**src/shared/agc_map.svh**
```systemverilog
// Register addresses, field positions, reset values and counts of the ADC control block.
`ifndef AGC_MAP_SVH
`define AGC_MAP_SVH

// ----------------------------------------------------------------------------
// Register addresses
// ----------------------------------------------------------------------------
`define AGC_ADDR_IRQ_STATUS 8'hA7
`define AGC_ADDR_CTL0 8'hDC
`define AGC_ADDR_CTL1 8'hDD
`define AGC_ADDR_DEC_LO 8'hDE
`define AGC_ADDR_DEC_HI 8'hDF
`define AGC_ADDR_INPUT_OFFSET_DAC 8'hE6
`define AGC_ADDR_ACLK 8'hF6

// ----------------------------------------------------------------------------
// Field positions
// ----------------------------------------------------------------------------
`define AGC_GAIN_MSB 2
`define AGC_GAIN_LSB 0
`define AGC_BUF_BIT 3
`define AGC_CAL_MSB 2
`define AGC_CAL_LSB 0
`define AGC_FLAG_BIT 5
`define AGC_INPUT_OFFSET_DAC_SIGN 7
`define AGC_INPUT_OFFSET_DAC_MAG_MSB 6

// ----------------------------------------------------------------------------
// Reset values and counts
// ----------------------------------------------------------------------------
`define AGC_RST_CTL0 8'h30
`define AGC_RST_ZERO 8'h00
`define AGC_RD_IDLE 8'h00
`define AGC_MOD_PRESCALE 64
`define AGC_CAL_STEP_PERIODS 7

`endif

```
**src/shared/agc_pkg.sv**
```systemverilog
// Types shared by the ADC control block.
package agc_pkg;

  typedef enum logic [2:0] {
    AGC_CAL_NONE,
    AGC_CAL_SELF_BOTH,
    AGC_CAL_SELF_OFS,
    AGC_CAL_SELF_GAIN,
    AGC_CAL_SYS_OFS,
    AGC_CAL_SYS_GAIN,
    AGC_CAL_RSV6,
    AGC_CAL_RSV7
  } agc_cal_mode_t;

  typedef enum logic [1:0] {
    AGC_ST_IDLE,
    AGC_ST_OFFSET,
    AGC_ST_GAIN
  } agc_cal_state_t;

  typedef enum logic [1:0] {
    AGC_SRC_EXTERNAL,
    AGC_SRC_INT_ZERO,
    AGC_SRC_INT_REF
  } agc_cal_src_t;

endpackage

```
**src/shared/agc_tick_if.sv**
```systemverilog
// Rate settings and sample/data ticks passed between the block's modules.
`timescale 1ns/1ps
interface agc_tick_if #(parameter int DIV_W = 8, parameter int DEC_W = 16);
  logic [DIV_W-1:0] clkDivider;
  logic [DEC_W-1:0] decimRatio;
  logic modTick;
  logic dataTick;

  modport src (input clkDivider, input decimRatio, output modTick, output dataTick);
  modport snk (input modTick, input dataTick);
endinterface

```
**src/rtl/agc_ctrl.sv**
```systemverilog
// Top of the ADC gain, offset and calibration control block with its register port.
//
// What this block and the software that drives it do
// Gain code in low three bits of control zero selects 1 to 128.
// Offset DAC byte is sign in top bit, magnitude in low seven.
// Software writes the offset DAC only after calibration has finished.
// Modulator sample rate is clock divided by divider plus one, then 64.
// One result per decimation ratio samples; ratio from low and high bytes.
// Calibration field codes: none, self both, self offset, self gain, system offset, gain.
// Each calibration step lasts seven data periods; combined self mode fourteen.
// System offset uses external zero input; stored correction cancels offset.
// System gain uses external full-scale input; stored correction cancels gain error.
// Writing a calibration code from 1 to 5 starts that calibration.
// Completion sets conversion flag bit 5 of status; interrupt when unmasked.
// Software should calibrate after power-up, temperature change and gain change.
// Software keeps the input buffer off during calibration at high reference.
// Reading the conversion result clears the pending conversion flag.
// Buffer enable bit 3 of control zero switches the input buffer.
// Reserved calibration codes start nothing, stop a running calibration and raise no flag.
`timescale 1ns/1ps
`include "agc_map.svh"
module agc_ctrl #(
  parameter int RES_W = 24,
  parameter int DEC_W = 16
) (
  // Clock and reset
  input wire logic ref_clk,
  input wire logic rstn,
  // Special function register port
  input wire logic [7:0] sfrAddr,
  input wire logic sfrWrEn,
  input wire logic [7:0] sfrWrData,
  input wire logic sfrRdEn,
  output logic [7:0] sfrRdData,
  // Filter result and interrupt mask
  input wire logic filterValid,
  input wire logic signed [RES_W-1:0] filterResult,
  input wire logic resultRead,
  input wire logic irqMaskEnable,
  // Analog front end controls
  output logic [2:0] gainSelect,
  output logic [7:0] gainFactor,
  output logic bufferEnable,
  output logic odacNegative,
  output logic [6:0] odacMagnitude,
  output logic modulatorSampleEn,
  output logic dataPeriodTick,
  // Calibration
  output agc_pkg::agc_cal_src_t calSource,
  output logic calBusy,
  output logic signed [RES_W-1:0] offsetCorrection,
  output logic signed [RES_W-1:0] gainCorrection,
  // Status
  output logic adcConversionFlag,
  output logic adc_conversion_flag
);

  // --------------------------------------------------------------------------
  // Register file
  // --------------------------------------------------------------------------
  logic [7:0] ctl0_q, ctl0_d, ctl1_q, ctl1_d, decLo_q, decLo_d, decHi_q, decHi_d;
  logic [7:0] input_offset_dac_q, input_offset_dac_d, aclk_q, aclk_d, rd_q, rd_d;
  logic flag_q, flag_d, irq_q, irq_d;
  logic calStart;
  agc_pkg::agc_cal_mode_t calMode;

  function automatic logic hit(input logic [7:0] addr, input logic [7:0] target);
    hit = (addr == target);
  endfunction

  // Only defined codes start a run; reserved codes are stored but start nothing.
  assign calMode = agc_pkg::agc_cal_mode_t'(sfrWrData[`AGC_CAL_MSB:`AGC_CAL_LSB]);
  assign calStart = sfrWrEn && hit(sfrAddr, `AGC_ADDR_CTL1)
    && calMode != agc_pkg::AGC_CAL_NONE;

  always_comb begin
    ctl0_d = ctl0_q;
    ctl1_d = ctl1_q;
    decLo_d = decLo_q;
    decHi_d = decHi_q;
    input_offset_dac_d = input_offset_dac_q;
    aclk_d = aclk_q;
    if (sfrWrEn) begin
      if (hit(sfrAddr, `AGC_ADDR_CTL0)) ctl0_d = sfrWrData;
      if (hit(sfrAddr, `AGC_ADDR_CTL1)) ctl1_d = sfrWrData;
      if (hit(sfrAddr, `AGC_ADDR_DEC_LO)) decLo_d = sfrWrData;
      if (hit(sfrAddr, `AGC_ADDR_DEC_HI)) decHi_d = sfrWrData;
      if (hit(sfrAddr, `AGC_ADDR_INPUT_OFFSET_DAC)) input_offset_dac_d = sfrWrData;
      if (hit(sfrAddr, `AGC_ADDR_ACLK)) aclk_d = sfrWrData;
    end
    rd_d = `AGC_RD_IDLE;
    if (sfrRdEn) begin
      case (sfrAddr)
        `AGC_ADDR_IRQ_STATUS: rd_d[`AGC_FLAG_BIT] = flag_q;
        `AGC_ADDR_CTL0: rd_d = ctl0_q;
        `AGC_ADDR_CTL1: rd_d = ctl1_q;
        `AGC_ADDR_DEC_LO: rd_d = decLo_q;
        `AGC_ADDR_DEC_HI: rd_d = decHi_q;
        `AGC_ADDR_INPUT_OFFSET_DAC: rd_d = input_offset_dac_q;
        `AGC_ADDR_ACLK: rd_d = aclk_q;
        default: rd_d = `AGC_RD_IDLE;
      endcase
    end
  end

  // --------------------------------------------------------------------------
  // Conversion flag and front end outputs
  // --------------------------------------------------------------------------
  logic [2:0] gainSel_q, gainSel_d;
  logic [7:0] gainFac_q, gainFac_d;
  logic buf_q, buf_d, odacNeg_q, odacNeg_d;
  logic [6:0] odacMag_q, odacMag_d;
  logic calDone;
  logic calBusyInt;
  logic flagSet;

  // Results produced while calibrating are not reported; only the finish is.
  assign flagSet = calDone || (filterValid && !calBusyInt && !calStart);

  always_comb begin
    flag_d = flag_q;
    if (resultRead) flag_d = 1'b0;
    if (flagSet) flag_d = 1'b1;
    irq_d = flag_d && irqMaskEnable;
    gainSel_d = ctl0_q[`AGC_GAIN_MSB:`AGC_GAIN_LSB];
    gainFac_d = 8'h01 << ctl0_q[`AGC_GAIN_MSB:`AGC_GAIN_LSB];
    buf_d = ctl0_q[`AGC_BUF_BIT];
    odacNeg_d = input_offset_dac_q[`AGC_INPUT_OFFSET_DAC_SIGN];
    odacMag_d = input_offset_dac_q[`AGC_INPUT_OFFSET_DAC_MAG_MSB:0];
  end

  always_ff @(posedge ref_clk or negedge rstn) begin
    if (!rstn) begin
      ctl0_q <= `AGC_RST_CTL0;
      ctl1_q <= `AGC_RST_ZERO;
      decLo_q <= `AGC_RST_ZERO;
      decHi_q <= `AGC_RST_ZERO;
      input_offset_dac_q <= `AGC_RST_ZERO;
      aclk_q <= `AGC_RST_ZERO;
      rd_q <= `AGC_RD_IDLE;
      flag_q <= 1'b0;
      irq_q <= 1'b0;
      gainSel_q <= 3'h0;
      gainFac_q <= 8'h01;
      buf_q <= 1'b0;
      odacNeg_q <= 1'b0;
      odacMag_q <= 7'h00;
    end else begin
      ctl0_q <= ctl0_d;
      ctl1_q <= ctl1_d;
      decLo_q <= decLo_d;
      decHi_q <= decHi_d;
      input_offset_dac_q <= input_offset_dac_d;
      aclk_q <= aclk_d;
      rd_q <= rd_d;
      flag_q <= flag_d;
      irq_q <= irq_d;
      gainSel_q <= gainSel_d;
      gainFac_q <= gainFac_d;
      buf_q <= buf_d;
      odacNeg_q <= odacNeg_d;
      odacMag_q <= odacMag_d;
    end
  end

  // --------------------------------------------------------------------------
  // Rate generation and calibration
  // --------------------------------------------------------------------------
  agc_tick_if #(.DIV_W(8), .DEC_W(DEC_W)) tick ();

  assign tick.clkDivider = aclk_q;
  assign tick.decimRatio = DEC_W'({decHi_q, decLo_q});

  agc_rate_gen #(.DIV_W(8), .DEC_W(DEC_W)) u_rate (
    .ref_clk(ref_clk),
    .rstn(rstn),
    .tick(tick.src)
  );

  agc_cal_seq #(.RES_W(RES_W)) u_cal (
    .ref_clk(ref_clk),
    .rstn(rstn),
    .tick(tick.snk),
    .start(calStart),
    .startMode(calMode),
    .sampleValid(filterValid),
    .sampleValue(filterResult),
    .busy(calBusyInt),
    .done(calDone),
    .calSrc(calSource),
    .offsetCorr(offsetCorrection),
    .gainCorr(gainCorrection)
  );

  assign sfrRdData = rd_q;
  assign gainSelect = gainSel_q;
  assign gainFactor = gainFac_q;
  assign bufferEnable = buf_q;
  assign odacNegative = odacNeg_q;
  assign odacMagnitude = odacMag_q;
  assign modulatorSampleEn = tick.modTick;
  assign dataPeriodTick = tick.dataTick;
  assign calBusy = calBusyInt;
  assign adcConversionFlag = flag_q;
  assign adc_conversion_flag = irq_q;

  // --------------------------------------------------------------------------
  // Checks
  // --------------------------------------------------------------------------
  property p_gain_decode;
    @(posedge ref_clk) disable iff (!rstn)
      sfrWrEn && hit(sfrAddr, `AGC_ADDR_CTL0)
      |=> ##1 gainFac_q == (8'h01 << $past(sfrWrData[`AGC_GAIN_MSB:`AGC_GAIN_LSB], 2));
  endproperty
  a_gain_decode: assert property (p_gain_decode) else $error("Gain factor wrong.");

  property p_input_offset_dac_split;
    @(posedge ref_clk) disable iff (!rstn)
      sfrWrEn && hit(sfrAddr, `AGC_ADDR_INPUT_OFFSET_DAC)
      |=> ##1 odacNeg_q == $past(sfrWrData[`AGC_INPUT_OFFSET_DAC_SIGN], 2)
      && odacMag_q == $past(sfrWrData[`AGC_INPUT_OFFSET_DAC_MAG_MSB:0], 2);
  endproperty
  a_input_offset_dac_split: assert property (p_input_offset_dac_split) else $error("Offset DAC split wrong.");

  property p_buf_follow;
    @(posedge ref_clk) disable iff (!rstn)
      sfrWrEn && hit(sfrAddr, `AGC_ADDR_CTL0) |=> ##1 buf_q == $past(sfrWrData[`AGC_BUF_BIT], 2);
  endproperty
  a_buf_follow: assert property (p_buf_follow) else $error("Buffer enable wrong.");

  property p_cal_start;
    @(posedge ref_clk) disable iff (!rstn)
      calStart && calMode < agc_pkg::AGC_CAL_RSV6 |=> calBusyInt;
  endproperty
  a_cal_start: assert property (p_cal_start) else $error("Calibration did not start.");

  property p_done_flag;
    @(posedge ref_clk) disable iff (!rstn)
      calDone |=> flag_q ##1 (irq_q == (flag_q && $past(irqMaskEnable)));
  endproperty
  a_done_flag: assert property (p_done_flag) else $error("Completion not flagged.");

  property p_read_clear;
    @(posedge ref_clk) disable iff (!rstn)
      resultRead && !flagSet |=> !flag_q;
  endproperty
  a_read_clear: assert property (p_read_clear) else $error("Read did not clear flag.");

endmodule

```
**src/rtl/agc_rate_gen.sv**
```systemverilog
// Modulator sample enable and output data period enable dividers.
`timescale 1ns/1ps
`include "agc_map.svh"
module agc_rate_gen #(
  parameter int DIV_W = 8,
  parameter int DEC_W = 16
) (
  // Clock and reset
  input wire logic ref_clk,
  input wire logic rstn,
  // Rate settings and ticks
  agc_tick_if.src tick
);

  localparam int PRE_W = $clog2(`AGC_MOD_PRESCALE);

  logic [DIV_W-1:0] divCnt_q, divCnt_d;
  logic [PRE_W-1:0] preCnt_q, preCnt_d;
  logic [DEC_W-1:0] decCnt_q, decCnt_d;
  logic modTick_q, modTick_d;
  logic dataTick_q, dataTick_d;
  logic [DEC_W-1:0] ratioEff;
  logic divEnd;
  logic modEnd;

  // A zero ratio would wrap to the longest possible period, so it behaves as one.
  assign ratioEff = (tick.decimRatio == '0) ? DEC_W'(1) : tick.decimRatio;
  assign divEnd = (divCnt_q >= tick.clkDivider);
  assign modEnd = divEnd && (preCnt_q == PRE_W'(`AGC_MOD_PRESCALE - 1));

  always_comb begin
    divCnt_d = divEnd ? '0 : divCnt_q + DIV_W'(1);
    preCnt_d = preCnt_q;
    if (divEnd) begin
      preCnt_d = preCnt_q + PRE_W'(1);
    end
    decCnt_d = decCnt_q;
    dataTick_d = 1'b0;
    if (modEnd) begin
      if (decCnt_q >= ratioEff - DEC_W'(1)) begin
        decCnt_d = '0;
        dataTick_d = 1'b1;
      end else begin
        decCnt_d = decCnt_q + DEC_W'(1);
      end
    end
    modTick_d = modEnd;
  end

  always_ff @(posedge ref_clk or negedge rstn) begin
    if (!rstn) begin
      divCnt_q <= '0;
      preCnt_q <= '0;
      decCnt_q <= '0;
      modTick_q <= 1'b0;
      dataTick_q <= 1'b0;
    end else begin
      divCnt_q <= divCnt_d;
      preCnt_q <= preCnt_d;
      decCnt_q <= decCnt_d;
      modTick_q <= modTick_d;
      dataTick_q <= dataTick_d;
    end
  end

  assign tick.modTick = modTick_q;
  assign tick.dataTick = dataTick_q;

  property p_mod_rate;
    @(posedge ref_clk) disable iff (!rstn)
      modTick_q |-> $past(divEnd) && ($past(preCnt_q) == PRE_W'(`AGC_MOD_PRESCALE - 1));
  endproperty
  a_mod_rate: assert property (p_mod_rate) else $error("Modulator tick off its divide.");

  property p_data_rate;
    @(posedge ref_clk) disable iff (!rstn)
      dataTick_q |-> modTick_q && (decCnt_q == '0);
  endproperty
  a_data_rate: assert property (p_data_rate) else $error("Data tick not on ratio end.");

endmodule

```
**src/rtl/agc_cal_seq.sv**
```systemverilog
// Calibration sequencer: step timing, input source selection and stored corrections.
`timescale 1ns/1ps
`include "agc_map.svh"
module agc_cal_seq #(
  parameter int RES_W = 24
) (
  // Clock and reset
  input wire logic ref_clk,
  input wire logic rstn,
  // Timing
  agc_tick_if.snk tick,
  // Start request
  input wire logic start,
  input agc_pkg::agc_cal_mode_t startMode,
  // Filtered result
  input wire logic sampleValid,
  input wire logic signed [RES_W-1:0] sampleValue,
  // Status and corrections
  output logic busy,
  output logic done,
  output agc_pkg::agc_cal_src_t calSrc,
  output logic signed [RES_W-1:0] offsetCorr,
  output logic signed [RES_W-1:0] gainCorr
);

  agc_pkg::agc_cal_state_t state_q, state_d;
  agc_pkg::agc_cal_mode_t mode_q, mode_d;
  agc_pkg::agc_cal_src_t src_q, src_d;
  logic [2:0] stepCnt_q, stepCnt_d;
  logic signed [RES_W-1:0] last_q, last_d, ofs_q, ofs_d, gain_q, gain_d;
  logic done_q, done_d, busy_q, busy_d;
  logic stepEnd;

  assign stepEnd = tick.dataTick && (stepCnt_q == 3'(`AGC_CAL_STEP_PERIODS - 1));

  always_comb begin
    state_d = state_q;
    mode_d = mode_q;
    src_d = src_q;
    stepCnt_d = stepCnt_q;
    last_d = sampleValid ? sampleValue : last_q;
    ofs_d = ofs_q;
    gain_d = gain_q;
    done_d = 1'b0;
    if (start) begin
      mode_d = startMode;
      stepCnt_d = '0;
      case (startMode)
        agc_pkg::AGC_CAL_SELF_BOTH, agc_pkg::AGC_CAL_SELF_OFS: begin
          state_d = agc_pkg::AGC_ST_OFFSET;
          src_d = agc_pkg::AGC_SRC_INT_ZERO;
        end
        agc_pkg::AGC_CAL_SELF_GAIN: begin
          state_d = agc_pkg::AGC_ST_GAIN;
          src_d = agc_pkg::AGC_SRC_INT_REF;
        end
        agc_pkg::AGC_CAL_SYS_OFS: begin
          state_d = agc_pkg::AGC_ST_OFFSET;
          src_d = agc_pkg::AGC_SRC_EXTERNAL;
        end
        agc_pkg::AGC_CAL_SYS_GAIN: begin
          state_d = agc_pkg::AGC_ST_GAIN;
          src_d = agc_pkg::AGC_SRC_EXTERNAL;
        end
        default: begin
          state_d = agc_pkg::AGC_ST_IDLE;
          src_d = agc_pkg::AGC_SRC_EXTERNAL;
        end
      endcase
    end else begin
      if (tick.dataTick && state_q != agc_pkg::AGC_ST_IDLE) begin
        stepCnt_d = stepEnd ? '0 : stepCnt_q + 3'(1);
      end
      case (state_q)
        agc_pkg::AGC_ST_OFFSET: begin
          if (stepEnd) begin
            ofs_d = -last_d;
            if (mode_q == agc_pkg::AGC_CAL_SELF_BOTH) begin
              state_d = agc_pkg::AGC_ST_GAIN;
              src_d = agc_pkg::AGC_SRC_INT_REF;
            end else begin
              state_d = agc_pkg::AGC_ST_IDLE;
              src_d = agc_pkg::AGC_SRC_EXTERNAL;
              done_d = 1'b1;
            end
          end
        end
        agc_pkg::AGC_ST_GAIN: begin
          if (stepEnd) begin
            gain_d = last_d;
            state_d = agc_pkg::AGC_ST_IDLE;
            src_d = agc_pkg::AGC_SRC_EXTERNAL;
            done_d = 1'b1;
          end
        end
        default: begin
          state_d = agc_pkg::AGC_ST_IDLE;
        end
      endcase
    end
    busy_d = (state_d != agc_pkg::AGC_ST_IDLE);
  end

  always_ff @(posedge ref_clk or negedge rstn) begin
    if (!rstn) begin
      state_q <= agc_pkg::AGC_ST_IDLE;
      mode_q <= agc_pkg::AGC_CAL_NONE;
      src_q <= agc_pkg::AGC_SRC_EXTERNAL;
      stepCnt_q <= '0;
      last_q <= '0;
      ofs_q <= '0;
      gain_q <= '0;
      done_q <= 1'b0;
      busy_q <= 1'b0;
    end else begin
      state_q <= state_d;
      mode_q <= mode_d;
      src_q <= src_d;
      stepCnt_q <= stepCnt_d;
      last_q <= last_d;
      ofs_q <= ofs_d;
      gain_q <= gain_d;
      done_q <= done_d;
      busy_q <= busy_d;
    end
  end

  assign busy = busy_q;
  assign done = done_q;
  assign calSrc = src_q;
  assign offsetCorr = ofs_q;
  assign gainCorr = gain_q;

  // Helper: data periods seen while busy since the last start.
  logic [4:0] periodCnt_q;
  always_ff @(posedge ref_clk or negedge rstn) begin
    if (!rstn) begin
      periodCnt_q <= '0;
    end else if (start) begin
      periodCnt_q <= '0;
    end else if (busy && tick.dataTick) begin
      periodCnt_q <= periodCnt_q + 5'(1);
    end
  end

  property p_cal_length;
    @(posedge ref_clk) disable iff (!rstn)
      done_q |-> (periodCnt_q == ((mode_q == agc_pkg::AGC_CAL_SELF_BOTH) ?
        5'(2 * `AGC_CAL_STEP_PERIODS) : 5'(`AGC_CAL_STEP_PERIODS)));
  endproperty
  a_cal_length: assert property (p_cal_length) else $error("Calibration length wrong.");

  property p_reserved_idle;
    @(posedge ref_clk) disable iff (!rstn)
      start && startMode >= agc_pkg::AGC_CAL_RSV6 |=> !busy ##1 !done_q;
  endproperty
  a_reserved_idle: assert property (p_reserved_idle) else $error("Reserved code ran.");

  property p_reserved_keep;
    @(posedge ref_clk) disable iff (!rstn)
      start && startMode >= agc_pkg::AGC_CAL_RSV6 |=> $stable(ofs_q) && $stable(gain_q);
  endproperty
  a_reserved_keep: assert property (p_reserved_keep) else $error("Corrections changed.");

endmodule

```
**config.mk**
```make
export PLATFORM = sky130hd
export DESIGN_NAME = agc_ctrl
export DESIGN_NICKNAME = d
export VERILOG_FILES = /design/src/shared/agc_pkg.sv /design/src/shared/agc_tick_if.sv /design/src/rtl/agc_ctrl.sv /design/src/rtl/agc_rate_gen.sv /design/src/rtl/agc_cal_seq.sv
export VERILOG_INCLUDE_DIRS = /design/src /design/src/shared
export SDC_FILE = /design/constraint.sdc
export NUM_CORES = 1
export LEC_CHECK = 0
export BUFFER_PORTS_ARGS = -buffer_cell sky130_fd_sc_hd__buf_2
export CAP_MARGIN = 5
export CORE_UTILIZATION = 35
export DETAILED_ROUTE_END_ITERATION = 7
export GPL_TIMING_DRIVEN = 0
export SETUP_SLACK_MARGIN = 0.1
export SLEW_MARGIN = 20
export SYNTH_ARGS = -nofsm -noshare
export SYNTH_HDL_FRONTEND = slang
export SYNTH_SLANG_ARGS = --single-unit
```
**constraint.sdc**
```tcl
create_clock -name ref_clk -period 5.03 [get_ports ref_clk]
set_input_delay 0.503 -clock ref_clk [delete_from_list [all_inputs] [get_ports ref_clk]]
set_output_delay 0.503 -clock ref_clk [all_outputs]
set_load 0.05 [all_outputs]
```
; ---- Word-level counts from Yosys, hierarchy flattened
; Index checks and enable logic that the tools add are counted.
[op_classes]
add_sub_neg = 6
n_lt_le_gt_ge = 2
eq_ne = 19
shift = 1
n_mux = 31
n_bitwise = 1
reduce_logical = 29
[ops]
columns = op, count
row1 = $eq 8x8->1 const B, 7
row2 = $mux 16, 2
row3 = $pmux 5 s6, 1
row4 = $mux 24, 1
row5 = $neg 24->24, 1
row6 = $add 16x1->16 const B, 1
row7 = $ge 16x16->1, 1
row8 = $logic_not 16->1, 1
row9 = $mux 8, 2
row10 = $pmux 2 s2, 4
row11 = $sub 16x1->16 const B, 1
row12 = $mux 2, 7
row13 = $pmux 2 s6, 1
row14 = $reduce_and 2->1, 6
row15 = $eq 3x3->1 const B, 3
row16 = $mux 3, 3
row17 = $reduce_and 3->1, 3
row18 = $add 8x1->8 const B, 1
row19 = $ge 8x8->1, 1
row20 = $logic_and 1x1->1, 8
row21 = $mux 1, 8
row22 = $shl 1x3->8 const A, 1
row23 = $pmux 1 s7, 1
row24 = $add 6x1->6 const B, 1
row25 = 15 further kinds, 23
[word_totals]
regBits = 194
output_inout_bits = 83
word_cells = 117

; ---- Depth between registers and ports, before layout
[logic_depth]
depth_word = 8
depth_mapped = 15
depth_no_buf = 14

; ---- Modules after synthesis
; Synthesis repeated with hierarchy kept, for this count alone.
[hier_totals]
hier_cells = 851
area_unflattened_um2 = 9502.9
[modules_own_cells]
columns = mod, n_inst, cells_per_inst, area_per_inst_um2, seq_area_each_um2
row1 = agc_cal_seq, 1, 373, 3937.5, 2102.0
row2 = agc_ctrl, 1, 228, 3258.1, 1955.6
row3 = agc_rate_gen, 1, 250, 2307.2, 800.8

; ---- Least setup slack after synthesis
; OpenSTA, ideal clock, no wires.
[synth_path]
kind = flip-flop to flip-flop
from = reg decLo_q[5]
to = reg u_rate.decCnt_q[10]
setup_time_ps = 126
arrival_ps = 3375
required_time_ps = 4904
path_slack_ps = 1529
stages_incl_launch_ff = 16
synth_period_minus_slack_ps = 3501
cell_sequence = dfrtp_1 > or4_1 > nor3_1 > a31oi_1 > ha_1 > nand2_1 > nor2_1 > nand2_1 > xor2_1 > ha_1 > nand4_1 > a311oi_1 > a211oi_2 > and2_1 > buf_2 > a221o_1
[synth_via]
elab_chain_cells = 5
[synth_lines]
columns = item, line_no
row1 = "start, declared", agc_ctrl.sv:61  ; logic [7:0] ctl0_q, ctl0_d, ctl1_q, ctl1_d, decLo_q, decLo_d, decHi_q, decHi_d;
row2 = "start signal, assigned", agc_ctrl.sv:136  ; decLo_q <= `AGC_RST_ZERO;
row3 = "start signal, assigned", agc_ctrl.sv:151  ; decLo_q <= decLo_d;
row4 = $logic_not 16->1, agc_rate_gen.sv:27  ; assign ratioEff = (tick.decimRatio == '0) ? DEC_W'(1) : tick.decimRatio;
row5 = $mux 16 *, agc_rate_gen.sv:27
row6 = $sub 16x1->16 *, agc_rate_gen.sv:40  ; if (decCnt_q >= ratioEff - DEC_W'(1)) begin
row7 = $ge 16x16->1 *, agc_rate_gen.sv:40
row8 = $mux 16 *, agc_rate_gen.sv:40
row9 = "end signal, assigned", agc_rate_gen.sv:60  ; decCnt_q <= decCnt_d;
row10 = "end, declared", agc_rate_gen.sv:19  ; logic [DEC_W-1:0] decCnt_q, decCnt_d;
; Mark *: on every way between the ends. The rest lies on a longest branch, timed or not.
; A chain may end at the register's enable or synchronous reset.

; ---- Final worst setup path
[layout_path]
from = reg decHi_q[3]
to = reg u_rate.decCnt_q[6]
[layout_via]
elab_chain_cells = 5
[layout_lines]
columns = item, line_no
row1 = "start, declared", agc_ctrl.sv:61
row2 = "start signal, assigned", agc_ctrl.sv:137  ; decHi_q <= `AGC_RST_ZERO;
row3 = "start signal, assigned", agc_ctrl.sv:152  ; decHi_q <= decHi_d;
row4 = $logic_not 16->1, agc_rate_gen.sv:27
row5 = $mux 16 *, agc_rate_gen.sv:27
row6 = $sub 16x1->16 *, agc_rate_gen.sv:40
row7 = $ge 16x16->1 *, agc_rate_gen.sv:40
row8 = $mux 16 *, agc_rate_gen.sv:40
; Marks and branches as above.

==> out/results.ini <==
[run_status]
status = finished, final reports clean

[grt]
grt_pass1_wl_microns = 36300
grt_pass1_vias = 6746
grt_use_met3_pct = 3.42
grt_max_degree = 99
overflow = 0
grtUsageTotal_pct = 17.3
grt_util_met2_pct = 28.6
grt_antenna_before_repair = 0
grt_util_met1_pct = 23.0
gr-max-usage-layer = met2

[floorplan]
die-area_sq_mm = 0.0272
rows = 59
die_height_microns = 165
num_io_pins = 130
die_width_microns = 165
coreArea_sq_mm = 0.0261
initial_core_util_pct = 35.6

[yosys]
ys_seq_area_share_pct = 52.3
syn_area_per_cell_sq_um = 10.8
yosys_most_used_dff = dfrtp_1
netlist_instances = 861
synth_top_area_share_pct = 51.5
syn_area_sq_mm = 0.00929
yosys-top-cells-area = dfrtp_1, mux2_2, ha_1, nand2_1, xnor2_1
synth_edf_count = 0
ys_ff_latch = 194
synth.distinct_cells = 71
yosysWarnings = 0
synth_fp_nets = 942
synth_top_area_cell = dfrtp_1
synthArstFlopShare_pct = 100

[routing]
wl_per_cell_microns = 16.7
drc = 0
drt-total-wl_microns = 22700
dr.pass1.iters = 4
vias_per_cell = 5.09
routed-via-count = 6906
drt-initial-drc-count = 399
route.antenna.remaining_nets = 0

[hold_path]
min_path_type = in -> reg

[finish]
n_fill_cell = 2549
final_core_util_pct = 42.3
final_common_cell = dfrtp_1
area_delta_synth_final_pct = 18.7
final_cell_mix = dfrtp_1, buf_2, nand2_1
n_antenna_cell = 0
fin_nets = 1090
drive_gt1_share_pct = 24.6

[timing]
drv_slew = 0
clock_skew_ns = 0.0166
worstMarginPinSlew_ns = 0.872
finalCritPeriodShare_pct = 82.3
period_needed_ns = 4.14
max_slew_margin_pct = 41.4
hold_viol = 0
max_freq_ghz = 0.242
setup_viol = 0
finalSetupTns_ns = 0
rsz0062_at_grt = no

[placement]
numPortBuffers = 126
globalplace.congestion = 0.792
dpl.hpwl_microns = 16700

[clock_tree]
cts_setup_buffers = 0
clock_path_buffers = 2
ctsHtreeMaxLevel = 4
clkTransAtPathRegs_ns = 0.08
insertion_delay_ns = 0.43
cts_root_buf = clkbuf_16
cts_made_buffers = 17
cts_sinks = 194
cts_tree = done

[setup_path]
end_kind = register
crit_fanout = 9
crit_arrival_ns = 4.47
required_ns = 5.36
worstSetupPathType = reg -> reg
worst_setup_path_start_kind = register

[job]
drv_cap = 0

[power_and_ir_drop]
power_mw = 3.60
vdd_drop_max_uv = 181
leakage_nw = 5.31
p_per_area_mw_per_mm2 = 326

## cell type report
cell class              instances  area [sq um]  area share, %
flip-flops and latches        194          4860           44.1
multi-input cells             599          4140           37.6
well taps                     335           419           3.80
plain buffers                  34           159           1.44
inverters                      34           128           1.16
repair buffers                129           706           6.40
clock buffers                  18           429           3.89
clock inverters                14           186           1.69
## power by group
group	leakage [nW]	internal, mW	total (mW)	switching [mW]
registers	2.58	1.65	1.74	0.0840
clock network	0.298	0.720	1.40	0.681
logic	2.44	0.185	0.464	0.278
## worst paths after layout
check / start / end / slack [ns] / depth (start not counted)
worst max-delay path: decHi_q[3] / u_rate.decCnt_q[6] / 0.89 / 14
worst min-delay path: irqMaskEnable / adc_conversion_flag / 0.27 / 2
worst max register to register: decHi_q[3] / u_rate.decCnt_q[6] / 0.89 / 14
worst min register to register: ctl0_q[1] / gainSelect[1] / 0.37 / 0
max in group asynchronous: rstn / gainFactor[0] / 3.40 / 4
min in group asynchronous: rstn / u_cal.offsetCorr[8] / 0.47 / 2
## synthesized netlist by cell type, types with 12 or more instances
| cell type | n |
|---|---|
| dfrtp_1 | 191 |
| nand2_1 | 102 |
| nor2_1 | 66 |
| mux2_2 | 49 |
| a21oi_1 | 34 |
| ha_1 | 34 |
| inv_1 | 33 |
| xnor2_1 | 30 |
| nand3_1 | 26 |
| o21ai_0 | 25 |
| nor3_1 | 19 |
| mux2i_1 | 17 |
| clkbuf_1 | 16 |
| o21ai_1 | 16 |
| nand4_1 | 14 |
| buf_2 | 13 |
| and3_1 | 12 |
## worst max-delay path: stages (launching register included)
cell	delay, ns
dfrtp_1	0.46
or3_1	0.45
nor4_1	0.43
a31oi_1	0.21
ha_1	0.28
nand2_1	0.15
nor3_1	0.08
xnor2_1	0.21
ha_1	0.28
nand3_1	0.11
and3b_1	0.15
o21ai_1	0.07
a211oi_2	0.63
nand2_2	0.21
o311ai_1	0.30
## logic make-up (layout without fill, tap and decap cells)
group,after synthesis,count (layout),synth area share [%]
compound gates,142,142,10.0
xor+xnor,41,41,3.87
fa+ha+maj,35,35,4.69
buf+inv,68,229,3.08
flops,194,194,52.3
mux,80,80,9.89
simple gates,301,301,16.2
## metal layers
metal,vias up,wire length (microns)
met2,155,10700
li1,3337,-
met5,-,0
met1,3395,10600
met3,19,1030
met4,0,327
## state kept, by name (all words and copies together) (netlist names), 8 cells and up
| name | flops |
|---|---|
| u_cal.gainCorr | 24 |
| decLo_q | 8 |
| ctl1_q | 8 |
| u_rate.divCnt_q | 8 |
| ctl0_q | 8 |
| sfrRdData | 8 |
| gainFactor | 8 |
| u_cal.last_q | 24 |
| u_rate.decCnt_q | 16 |
| input_offset_dac_q | 8 |
| u_cal.offsetCorr | 24 |
| aclk_q | 8 |
| decHi_q | 8 |
## through the flow
| stage | cell area [sq um] | hold slack, ns | setup WS (ns) | std cells |
|---|---|---|---|---|
| final | 11000 | 0.275 | 0.892 | 1357 |
| after global routing | 11000 | 0.270 | 0.534 | 1357 |
| after CTS | 11000 | 0.262 | 0.916 | 1357 |
| after detailed placement | 10400 | 0.328 | 0.953 | 1324 |
| after global placement | 10300 | 0.354 | 0.0943 | 1322 |
| after floorplan | 9290 | 0.207 | 1.53 | 861 |
## timing repair
action	4_1_cts	5_1_grt
hold buffers	1	0
hold endpoints to repair	14	0
gates resized for setup	0	0
(Power assumes the default switching activity.)
